==> src/logic/adc_trig_consts.svh <==
/*
 Constants for the converter trigger and compare control: register
 offsets, field positions, reset values and timing counts.
 Assumes it is included by bare name inside module or package scope.
*/
`ifndef ADC_TRIG_CONSTS_SVH
`define ADC_TRIG_CONSTS_SVH

// -----------------------------------------------------------------
// Register offsets on the special function register bus
// -----------------------------------------------------------------
`define ATC_OFS_CTRL_ZERO 8'hE8
`define ATC_OFS_CTRL_ONE 8'hE1
`define ATC_OFS_CTRL_TWO 8'hE2
`define ATC_OFS_DELAY_LOW 8'hE3

// -----------------------------------------------------------------
// Field positions in control register zero
// -----------------------------------------------------------------
`define ATC_CZ_DONE_BIT 7
`define ATC_CZ_START_BIT 6
`define ATC_CZ_SRC_MSB 5
`define ATC_CZ_SRC_LSB 4

// -----------------------------------------------------------------
// Reset values
// -----------------------------------------------------------------
`define ATC_RST_CTRL_ONE 8'h00
`define ATC_RST_CTRL_TWO 8'h00
`define ATC_RST_DELAY_LOW 8'h00

// -----------------------------------------------------------------
// Timing counts: acquisition in converter clock periods, synchroniser in clk_sys stages
// -----------------------------------------------------------------
`define ATC_AQT_BASE 6'h06
`define ATC_AQT_SHIFT 2
`define ATC_SYNC_STAGES 3

`endif

==> src/logic/adc_trig_pkg.sv <==
/*
 Types shared by the converter trigger and compare control.
 Assumes adc_trig_consts.svh is on the include path.
*/
`default_nettype none

package adc_trig_pkg;

   // -----------------------------------------------------------------
   // Register layouts
   // -----------------------------------------------------------------
   typedef struct packed {
      logic spare_bit;
      logic start_pin_route_sel;
      logic [1:0] converter_clock_divide;
      logic [1:0] trigger_condition_type;
      logic external_trigger_enable;
      logic converter_power_on;
   } ctrl_one_t;

   typedef struct packed {
      logic brake_on_compare_enable;
      logic compare_polarity;
      logic compare_gate_enable;
      logic compare_output;
      logic [2:0] acquire_time_field;
      logic delay_bit8;
   } ctrl_two_t;

   // -----------------------------------------------------------------
   // Encodings
   // -----------------------------------------------------------------
   typedef enum logic [1:0] {
      SRC_PWM_CH0, SRC_PWM_CH2, SRC_PWM_CH4, SRC_START_PIN
   } trig_src_t;

   typedef enum logic [1:0] {
      TRIG_FALL, TRIG_RISE, TRIG_CENTER, TRIG_PERIOD_END
   } trig_type_t;

   typedef enum logic [1:0] {
      ST_IDLE, ST_DELAY, ST_ACQUIRE, ST_CONVERT
   } conv_state_t;

   // -----------------------------------------------------------------
   // Carriers
   // -----------------------------------------------------------------
   typedef struct packed {
      logic wr;
      logic rd;
      logic [7:0] addr;
      logic [7:0] wdata;
   } sfr_req_t;

   typedef struct packed {
      logic [2:0] chan;
      logic center_point;
      logic period_end;
      logic center_aligned;
   } pwm_in_t;

   typedef struct packed {
      logic power_on;
      logic tick;
      logic sample;
      logic go;
   } analog_ctl_t;

endpackage

`default_nettype wire

==> src/logic/adc_trig_ctrl.sv <==
/*
 Converter trigger, delay, acquisition and result compare control.
 Assumes a byte-wide special function register port on clk_sys, an
 analog macro that answers convert_go with analog_done and its result
 on the same clock, and a PWM unit that takes brake and run clear.
*/
// Operation
// - Route bit picks start pin from port P0.4 or P1.3, instantly.
// - Divide code 00..11 gives converter clock of system /1,/2,/4,/8.
// - Type 00 starts on falling edge, 01 on rising edge of source.
// - Type 10 starts at PWM period centre, 11 at period end.
// - Centre and end triggers only occur in center-aligned PWM mode.
// - External enable 0 allows software start only; 1 adds triggers.
// - Triggers during busy are silently discarded until busy clears.
// - Power bit switches the converter circuit off at 0, on at 1.
// - Brake enable with compare output 1 asserts brake, clears run.
// - Polarity 0: result >= compare value; polarity 1: result less.
// - With gate on, done flag sets only when the compare holds.
// - With gate on, conversions repeat back to back until done sets.
// - Compare output is re-evaluated at every conversion completion.
// - Acquisition lasts four times field plus six converter clocks.
// - Control two bit 0 is delay count bit 8 above low byte.
// - External trigger waits nine-bit delay count converter clocks.
// - Start bit write 1 starts, reads busy, clears at completion.
// - Done flag set at completion, cleared by software, blocks starts.
// - Source code 00,01,10 picks PWM channel 0,2,4; 11 the pin.
`timescale 1ns/1ps
`default_nettype none

module adc_trig_ctrl
   import adc_trig_pkg::*;
(
   // Clock and reset
   input wire logic clk_sys,
   input wire logic rst_n,
   // Special function register port
   input wire sfr_req_t sfr_req,
   output logic [7:0] sfr_rdata,
   // Start pins and PWM unit
   input wire logic pin_p04,
   input wire logic pin_p13,
   input wire pwm_in_t pwm_in,
   output logic fault_brake,
   output logic pwm_run_clear,
   // Analog macro
   input wire logic analog_done,
   input wire logic [11:0] analog_result,
   input wire logic [11:0] compare_value,
   output analog_ctl_t analog_ctl,
   // Results
   output logic [11:0] conversion_result,
   output logic conversion_done_flag
);

`include "adc_trig_consts.svh"

   typedef struct packed {
      ctrl_one_t c1;
      ctrl_two_t c2;
      trig_src_t src;
      logic done;
      logic busy;
      logic [7:0] delay_low;
      conv_state_t st;
      logic [2:0] div_cnt;
      logic [8:0] delay_cnt;
      logic [5:0] aqt_cnt;
      logic trig_prev;
      logic [11:0] result;
      logic [7:0] rdata;
      logic brake;
      logic run_clear;
      logic tick;
      logic go;
      logic sample;
   } atc_state_t;

   atc_state_t s;
   atc_state_t next_s;

   // -----------------------------------------------------------------
   // Helpers
   // -----------------------------------------------------------------
   function automatic logic compare_met(input logic [11:0] res,
                                        input logic [11:0] ref_val,
                                        input logic pol);
      compare_met = pol ? (res < ref_val) : (res >= ref_val);
   endfunction

   function automatic logic [5:0] aqt_cycles(input logic [2:0] field);
      aqt_cycles = ({3'h0, field} << `ATC_AQT_SHIFT) + `ATC_AQT_BASE;
   endfunction

   // -----------------------------------------------------------------
   // Input synchronisation
   // -----------------------------------------------------------------
   logic [7:0] raw_bus;
   logic [7:0] sync_bus;

   assign raw_bus = {pin_p04, pin_p13, pwm_in.chan, pwm_in.center_point,
                     pwm_in.period_end, pwm_in.center_aligned};

   adc_trig_sync #(
      .WIDTH(8)
   ) u_sync (
      .clk_sys(clk_sys),
      .rst_n(rst_n),
      .raw_in(raw_bus),
      .settled(sync_bus)
   );

   logic sy_p04;
   logic sy_p13;
   logic [2:0] sy_chan;
   logic sy_center;
   logic sy_end;
   logic sy_aligned;

   assign {sy_p04, sy_p13, sy_chan, sy_center, sy_end, sy_aligned} =
      sync_bus;

   // -----------------------------------------------------------------
   // Trigger selection and edge detection
   // -----------------------------------------------------------------
   logic pin_level;
   logic src_level;
   logic trig_level;
   logic trig_edge;
   logic ext_fire;
   logic sw_write;
   logic sw_start;
   logic can_start;
   logic [8:0] delay_full;

   always_comb begin
      // start pin routing, no extra register in the path
      pin_level = s.c1.start_pin_route_sel ? sy_p13 : sy_p04;
      unique case (s.src)
         SRC_PWM_CH0: src_level = sy_chan[0];
         SRC_PWM_CH2: src_level = sy_chan[1];
         SRC_PWM_CH4: src_level = sy_chan[2];
         SRC_START_PIN: src_level = pin_level;
      endcase
      unique case (trig_type_t'(s.c1.trigger_condition_type))
         TRIG_CENTER: trig_level = sy_center & sy_aligned;
         TRIG_PERIOD_END: trig_level = sy_end & sy_aligned;
         default: trig_level = src_level;
      endcase
      // falling edge for type 00, rising otherwise
      if (trig_type_t'(s.c1.trigger_condition_type) == TRIG_FALL) begin
         trig_edge = s.trig_prev & ~trig_level;
      end else begin
         trig_edge = ~s.trig_prev & trig_level;
      end
   end

   // bit 8 of the delay sits in control two
   assign delay_full = {s.c2.delay_bit8, s.delay_low};
   assign sw_write = sfr_req.wr && (sfr_req.addr == `ATC_OFS_CTRL_ZERO);
   // done flag blocks starts; nothing runs powered off
   assign can_start = !s.busy && !s.done && s.c1.converter_power_on;
   assign sw_start = sw_write && sfr_req.wdata[`ATC_CZ_START_BIT] &&
                     can_start;
   // external triggers only with enable; dropped if busy
   assign ext_fire = s.c1.external_trigger_enable && trig_edge &&
                     can_start && !sw_start;

   // -----------------------------------------------------------------
   // Next state
   // -----------------------------------------------------------------
   logic cmp_now;
   logic met_now;

   always_comb begin
      next_s = s;
      next_s.brake = 1'b0;
      next_s.run_clear = 1'b0;
      next_s.go = 1'b0;
      next_s.trig_prev = trig_level;
      cmp_now = compare_met(analog_result, compare_value,
                            s.c2.compare_polarity);
      // gate makes the flag depend on the compare
      met_now = !s.c2.compare_gate_enable || cmp_now;

      // tick every 1, 2, 4 or 8 system clocks
      next_s.div_cnt = s.div_cnt + 3'h1;
      next_s.tick = (s.div_cnt & 3'((4'h1 << s.c1.converter_clock_divide)
                     - 4'h1)) == 3'((4'h1 << s.c1.converter_clock_divide)
                     - 4'h1);

      // Register writes
      if (sfr_req.wr) begin
         unique case (sfr_req.addr)
            `ATC_OFS_CTRL_ZERO: begin
               next_s.src = trig_src_t'(
                  sfr_req.wdata[`ATC_CZ_SRC_MSB:`ATC_CZ_SRC_LSB]);
               if (!sfr_req.wdata[`ATC_CZ_DONE_BIT]) begin
                  next_s.done = 1'b0;
               end
            end
            `ATC_OFS_CTRL_ONE: next_s.c1 = ctrl_one_t'(sfr_req.wdata);
            `ATC_OFS_CTRL_TWO: begin
               // Compare output is read only
               next_s.c2 = ctrl_two_t'(sfr_req.wdata);
               next_s.c2.compare_output = s.c2.compare_output;
            end
            `ATC_OFS_DELAY_LOW: next_s.delay_low = sfr_req.wdata;
            default: ;
         endcase
      end

      // Register reads, value before this cycle's write
      if (sfr_req.rd) begin
         unique case (sfr_req.addr)
            `ATC_OFS_CTRL_ZERO: next_s.rdata = {s.done, s.busy, s.src, 4'h0};
            `ATC_OFS_CTRL_ONE: next_s.rdata = s.c1;
            `ATC_OFS_CTRL_TWO: next_s.rdata = s.c2;
            `ATC_OFS_DELAY_LOW: next_s.rdata = s.delay_low;
            default: next_s.rdata = 8'h00;
         endcase
      end

      // Conversion sequencing
      unique case (s.st)
         ST_IDLE: begin
            if (sw_start) begin
               next_s.busy = 1'b1;
               next_s.st = ST_ACQUIRE;
               next_s.aqt_cnt = aqt_cycles(s.c2.acquire_time_field);
            end else if (ext_fire) begin
               // delay only on the external path
               next_s.busy = 1'b1;
               next_s.st = ST_DELAY;
               next_s.delay_cnt = delay_full;
            end
         end
         ST_DELAY: begin
            if (s.delay_cnt == 9'h000) begin
               next_s.st = ST_ACQUIRE;
               next_s.aqt_cnt = aqt_cycles(s.c2.acquire_time_field);
            end else if (s.tick) begin
               next_s.delay_cnt = s.delay_cnt - 9'h001;
            end
         end
         ST_ACQUIRE: begin
            if (s.tick) begin
               if (s.aqt_cnt == 6'h01) begin
                  next_s.st = ST_CONVERT;
                  next_s.go = 1'b1;
               end else begin
                  next_s.aqt_cnt = s.aqt_cnt - 6'h01;
               end
            end
         end
         ST_CONVERT: begin
            if (analog_done) begin
               // result and compare bit land together
               next_s.result = analog_result;
               next_s.c2.compare_output = cmp_now;
               // brake and run clear from compare output
               if (s.c2.brake_on_compare_enable && cmp_now) begin
                  next_s.brake = 1'b1;
                  next_s.run_clear = 1'b1;
               end
               if (met_now) begin
                  next_s.busy = 1'b0;
                  next_s.done = 1'b1;
                  next_s.st = ST_IDLE;
               end else begin
                  // back to back until the compare holds
                  next_s.st = ST_ACQUIRE;
                  next_s.aqt_cnt = aqt_cycles(s.c2.acquire_time_field);
               end
            end
         end
      endcase

      if (!s.c1.converter_power_on && s.st != ST_IDLE) begin
         next_s.st = ST_IDLE;
         next_s.busy = 1'b0;
      end
      // Registered so the sampling switch sees no decode glitch
      next_s.sample = (next_s.st == ST_ACQUIRE);
   end

   always_ff @(posedge clk_sys or negedge rst_n) begin
      if (!rst_n) begin
         s <= '0;
         s.c1 <= ctrl_one_t'(`ATC_RST_CTRL_ONE);
         s.c2 <= ctrl_two_t'(`ATC_RST_CTRL_TWO);
         s.delay_low <= `ATC_RST_DELAY_LOW;
         s.st <= ST_IDLE;
      end else begin
         s <= next_s;
      end
   end

   // -----------------------------------------------------------------
   // Outputs
   // -----------------------------------------------------------------
   assign sfr_rdata = s.rdata;
   assign fault_brake = s.brake;
   assign pwm_run_clear = s.run_clear;
   assign conversion_result = s.result;
   assign conversion_done_flag = s.done;
   assign analog_ctl = '{power_on: s.c1.converter_power_on,
                         tick: s.tick, sample: s.sample, go: s.go};

   logic [5:0] aqt_seen;
   logic completion;
   logic c1_write;

   assign completion = (s.st == ST_CONVERT) && analog_done &&
                       s.c1.converter_power_on;
   assign c1_write = sfr_req.wr && (sfr_req.addr == `ATC_OFS_CTRL_ONE);

   always_ff @(posedge clk_sys or negedge rst_n) begin
      if (!rst_n) begin
         aqt_seen <= 6'h00;
      end else if (s.st != ST_ACQUIRE) begin
         aqt_seen <= 6'h00;
      end else if (s.tick) begin
         aqt_seen <= aqt_seen + 6'h01;
      end
   end
endmodule

`default_nettype wire

==> src/logic/adc_trig_sync.sv <==
/*
 Three-stage synchroniser bank with agreement filter.
 Assumes inputs are asynchronous to clk_sys; outputs are levels.
*/
`timescale 1ns/1ps
`default_nettype none

module adc_trig_sync #(
   parameter int WIDTH = 8
) (
   // Clock and reset
   input wire logic clk_sys,
   input wire logic rst_n,
   // Raw and settled levels
   input wire logic [WIDTH-1:0] raw_in,
   output logic [WIDTH-1:0] settled
);

   typedef struct packed {
      logic [WIDTH-1:0] s1;
      logic [WIDTH-1:0] s2;
      logic [WIDTH-1:0] s3;
      logic [WIDTH-1:0] level;
   } sync_state_t;

   sync_state_t s;
   sync_state_t next_s;

   // -----------------------------------------------------------------
   // Agreement of stages two and three
   // -----------------------------------------------------------------
   always_comb begin
      next_s = s;
      next_s.s1 = raw_in;
      next_s.s2 = s.s1;
      next_s.s3 = s.s2;
      for (int i = 0; i < WIDTH; i++) begin
         // Stage one is never looked at: only stage two reads it
         if (s.s2[i] == s.s3[i]) begin
            next_s.level[i] = s.s3[i];
         end
      end
   end

   always_ff @(posedge clk_sys or negedge rst_n) begin
      if (!rst_n) begin
         s <= '0;
      end else begin
         s <= next_s;
      end
   end

   assign settled = s.level;

endmodule

`default_nettype wire

==> config.mk <==
export PLATFORM = sky130hd
export DESIGN_NAME = adc_trig_ctrl
export DESIGN_NICKNAME = d
export VERILOG_FILES = /design/src/logic/adc_trig_pkg.sv /design/src/logic/adc_trig_ctrl.sv /design/src/logic/adc_trig_sync.sv
export VERILOG_INCLUDE_DIRS = /design/src /design/src/logic
export SDC_FILE = /design/constraint.sdc
export NUM_CORES = 1
export LEC_CHECK = 0
export ABC_AREA = 1
export BUFFER_PORTS_ARGS = -buffer_cell sky130_fd_sc_hd__clkbuf_2
export CAP_MARGIN = 5
export CORE_MARGIN = 2
export CORE_UTILIZATION = 30
export CTS_CLUSTER_DIAMETER = 40
export CTS_CLUSTER_SIZE = 14
export DETAILED_ROUTE_END_ITERATION = 8
export PLACE_DENSITY_LB_ADDON = 0.3
export SYNTH_ARGS = -nofsm -noshare
export SYNTH_HDL_FRONTEND = slang
export SYNTH_HIERARCHICAL = 1
export SYNTH_SLANG_ARGS = --single-unit
==> constraint.sdc <==
create_clock -name clk_sys -period 3.2 [get_ports clk_sys]
set_input_delay 0.32 -clock clk_sys [delete_from_list [all_inputs] [get_ports clk_sys]]
set_output_delay 0.32 -clock clk_sys [all_outputs]
set_load 0.01 [all_outputs]
* After elaboration in Yosys (flattened, before gate mapping)
Index checks and enable logic that the tools add are counted.
Operators by class: div/mod/pow operators 0, bitwise logic cells 7, mux-type cells 45, eq/ne operators 36, magnitude comparators 2, shift-type cells 1, reductions and logical operators 31, $add $sub $neg 5, multipliers 0
Operators with widths (number):
- 6-bit 2-to-1 mux | 6
- 9-bit 2-to-1 mux | 4
- 8-bit equality test (second input constant) | 4
- 8-bit one-hot mux with 4 select lines | 1
- 2-bit 2-to-1 mux | 13
- 6-bit one-hot mux with 4 select lines | 1
- 2-bit != test (second input constant) | 10
- 9-bit one-hot mux with 2 select lines | 1
- 1-bit 2-to-1 mux | 15
- 2-bit equality test (second input constant) | 7
- 12-bit >= comparator | 1
- 12-bit less-than comparator | 1
- 1-bit logical AND | 10
- 2-bit AND reduction | 5
- 9-bit zero test | 1
- 9-bit by 1-bit subtractor with 9-bit output (second input constant) | 1
- 1-bit equality test | 8
- 2-bit one-hot mux with 4 select lines | 1
- 5-bit by 3-bit adder with 6-bit output (second input constant) | 1
- 6-bit by 1-bit equality test with 1-bit output (second input constant) | 1
- 2-bit zero test | 3
- 3-bit != test (second input constant) | 2
- 6-bit AND reduction | 1
- 6-bit by 1-bit subtractor with 6-bit output (second input constant) | 1
- other kinds (17) | 28
Word-level totals: output and inout port bits 27, bits in read-only memories 0, word-level logic and storage cells 166, memories kept 0, flip-flop bits (word level) 106, latch bits 0, RAM bits 0, input port bits 53

* Depth between registers and ports, before layout
depth in word-level cells 14, mapped depth 16, depth with buffers taken out 16

* Hierarchy
The synthesis kept the hierarchy.
By module, submodules not included:
- adc_trig_ctrl | instances 1, seq. area each 1826.8 um2, area each 4289.1 um2, cells each 557
- adc_trig_sync | instances 1, seq. area each 800.8 um2, area each 991.0 um2, cells each 72

* Least setup slack after synthesis
Ideal clock, no wire load.
path type in2reg, start input port compare_value[11], end register s[30] in the netlist's numbering, path slack 1.479 ns, setup time 0.123 ns, arrival 1.597 ns, data required time 3.077 ns, buffers on the path 1, stages on the path 13, path through inv_1 ha_1 nand2_1 nor2_2 and2_1 nand2_1 nand3_1 nand3_1 nand2_2 nand2_2 buf_6 nand2_1 o21ai_2
Between the ends: longest elaborated chain between the ends 5, elaborated cells between the ends (all ways) 6, those cells by class 2 x order compare; 1 x eq/ne; 1 x mux; 2 x reduce/logical
Ends and longest elaborated chain:
- start: declaration | line adc_trig_ctrl.sv:48 | input wire logic [11:0] compare_value,
- 12-bit >= comparator or 12-bit less-than comparator (tied branches) | line adc_trig_ctrl.sv:87 | compare_met = pol ? (res < ref_val) : (res >= ref_val);
- 1-bit 2-to-1 mux * | line adc_trig_ctrl.sv:87
- 1-bit logical OR * | line adc_trig_ctrl.sv:183 | met_now = !s.c2.compare_gate_enable || cmp_now;
- 2-bit != test (no source line) *
- 6-bit AND reduction (no source line) *
- end signal: assignment | line adc_trig_ctrl.sv:294 | s <= next_s;
- end: declaration | line adc_trig_ctrl.sv:78 | atc_state_t s;
Mark *: on every way between the ends. The rest lies on a longest branch, timed or not. A chain may end at the register's enable or synchronous reset.

* Worst setup path in the final report
start register s[32] in the netlist's numbering, end register s[29] in the netlist's numbering
Between the ends: longest elaborated chain between the ends 3
Ends and longest elaborated chain:
- 9-bit zero test | line adc_trig_ctrl.sv:238 | if (s.delay_cnt == 9'h000) begin
- 2-bit != test (no source line)
- 6-bit AND reduction (no source line)
Every way passes these cells.

==> reports/qor.yml <==
grt_pass1_vias: 3670
status: "complete, but fails checks"
gp_congestion: 0.8422
cts_tree: "yes"
port-buffer-count: 79
power.total_mw: 4.000
synthFlopType: "dfrtp_1"
rrSetupSlack_ns: 1.37
post_cts_resized: 0
core_area_sq_mm: 0.01724
synth_edf_count: 0
synthTopCellsByArea: "dfrtp_1 (50%), nand2_1 (13%), inv_1 (5.5%)"
rows: 48
cts.path.max_buffers: 2
fin_cells: 911
cts_setup_buffers: 0
multi_input_area_sq_mm: 0.002019
mappedNetlistArea_sq_mm: 0.005280
crit_fanout: 11
irDropWorstVdd_v: 0.0003160
rsz0062_at_grt: "no"
slew_headroom_pct: 58.95
ys_ff_latch: 105
detail_route.vias_per_cell: 4.314
worstSetupPathType: "flip-flop to flip-flop"
dr.pass1.iters: 4
max_stage_delay_ns: 0.39
antenna_found_initial: 0
nets: 751
synth.most_common_cell: "nand2_1"
fin_util_pct: 34.71
seq_area_sq_mm: 0.002628
path_clk_slew_ns: 0.07
synth_area_per_cell_sq_um: 8.394
layout_min_cycle_time_ns: 1.832
startpoint_type: "flip-flop"
cts_buffers: 9
timing.final.ws_setup_ns: 1.368
crit_slowest_cell: "dfrtp_1"
grt_pass1_wl_um: 18690
remaining_drc_errors: 0
power.leakage_nw: 3.130
htreeDepth: 3
ios: 80
cap_viol_max_count: 0
max_freq_mhz: 546.0
required_ns: 3.44
syn_inst: 629
netlist_top_cells_count: "nand2_1 (187), dfrtp_1 (105), inv_1 (78), nor2_1 (38), o21ai_0 (36)"
antennaDiodeCount: 0
wl_per_cell_um: 12.50
yosys.area.top_type_share_pct: 49.76
clock_latency_ns: 0.35
grt_util_all_layers_pct: 13.20
tightest_slew_ns: 0.6157
violations: "hold timing"
synth_nets: 699
layout-drive-gt1-share_pct: 21.43
die_h_um: 136.7
fin_crit_sh_pct: 57.24
clock-sinks: 105
crit_family: "simple AND/OR/NAND/NOR gates"
setup_violations: 0
dp.final_hpwl_um: 8814
path_buf_inv: 2
dieArea_sq_mm: 0.01868
initial_utilization_pct: 30.63
cp.arrival_ns: 2.07
ys_seq_area_share_pct: 49.76
grt_max_degree: 48
hold_violations: 25
preCtsSetupSlack_ns: 1.140
end_kind: "flip-flop"
fillers: 1815
clock-root-buffer: "clkbuf_16"
grt-ovfl-total: 0
power.density_mw_per_mm2: 668.5
ctsHoldBuffers: 0
skew_ns: 0.007851
syn_to_final_growth_pct: 13.32
yosys.area.top_type: "dfrtp_1"
yosys_warnings: 6
async_reset_ff_share_pct: 100.0
crit_chain: "inv_1 > ha_1 > nand3_1 > inv_1 > nand3b_1 > nand2_2 > o21ai_2 > nor2_2 > nand2_2 > nand2_1 > o21ai_2"
fp.dieW_um: 136.7
tns_ns: 0
finalWirelength_um: 11390
vias: 3930
ys_types: 35
first_iter_violations: 161
place_inst: 895
drv_slew: 0
holdWs_ns: -0.01874
ant_nets: 0
hold_class: "input port to async pin"
## through the flow
stage | hold WS [ns] | cell area, sq um
3_3_place_gp | 0.3330 | 5688
3_5_place_dp | 0.3347 | 5688
5_1_grt | 0.01928 | 5983
6_report | -0.01874 | 5983
4_1_cts | 0.004409 | 5983
2_1_floorplan | 0.02441 | 5280
## layout by cell type (no fill, tap or decap), drive strengths merged
| cell | count |
|---|---|
| nand3 | 16 |
| xor2 | 3 |
| xnor2 | 1 |
| o22ai | 5 |
| o211ai | 2 |
| clkbuf | 93 |
| and2 | 1 |
| clkinvlp | 1 |
| dfrtp | 105 |
| nor2 | 43 |
| nand2 | 199 |
| a31o | 2 |
| clkinv | 1 |
| or2 | 4 |
| ha | 17 |
| a21oi | 25 |
| buf | 4 |
| nand4 | 4 |
| o21ai | 65 |
| inv | 86 |
| nand3b | 1 |
| nor3 | 8 |
## cell families (layout without fill, tap and decap cells)
logic type               count (synthesis)  after routing  synth area share, %
AND/OR/NAND/NOR                        276            276                22.68
buffers and inverters                  128            185                11.99
flip-flops                             105            105                49.76
AO/OA/AOI/OAI                           99             99                10.88
adder cells (fa/ha/maj)                 17             17                4.028
XOR/XNOR                                 4              4               0.6636
## routing by layer
metal | up-vias | global-route usage, % | share of wire (%)
met2 | 56 | 20.58 | 47
met4 | 0 | 4.861 | 1.5
met3 | 12 | 2.741 | 3.8
met5 | - | 0 | 0
met1 | 1819 | 18.07 | 48
li1 | 2043 | - | -
## worst paths after layout
| check | from | to | cells past startpoint |
|---|---|---|---|
| max | s[32] | s[29] | 11 |
| min | rst_n | u_sync/next_s[23] | 1 |
| max reg2reg | s[32] | s[29] | 11 |
| min reg2reg | u_sync/next_s[21] | u_sync/next_s[13] | 0 |
| max in group asynchronous | rst_n | u_sync/settled[0] | 2 |
| min in group clk_sys | pin_p04 | u_sync/next_s[23] | 1 |
## worst reg2reg max path, stage by stage, from the launching register on
cell and delay [ns]:
dfrtp_1 0.39, inv_1 0.11, ha_1 0.19, nand3_1 0.13
inv_1 0.09, nand3b_1 0.13, nand2_2 0.14, o21ai_2 0.08
nor2_2 0.11, nand2_2 0.18, nand2_1 0.13, o21ai_2 0.05
## sequential cells by signal, indices dropped and copies added, names as in the netlist
| signal | count |
|---|---|
| u_sync/settled | 8 |
| delay_full | 9 |
| u_sync/s | 8 |
| s | 38 |
| analog_ctl | 4 |
| fault_brake | 1 |
| conversion_result | 12 |
| u_sync/next_s | 16 |
| conversion_done_flag | 1 |
| sfr_rdata | 8 |
## cell type report
class,instances,share of cell area [%]
clock buffer,15,4.810
inverter,87,5.458
timing repair buffer,82,7.235
multi-input combinational,396,33.75
sequential,105,43.91
tap,225,4.705
clock inverter,1,0.1255
## power breakdown
| part | internal [mW] | switching (mW) |
|---|---|---|
| registers | 1.56 | 0.178 |
| logic | 0.437 | 0.742 |
| clock network | 0.614 | 0.469 |
| total | 2.61 | 1.39 |
Power figures use the tool's default switching activity.
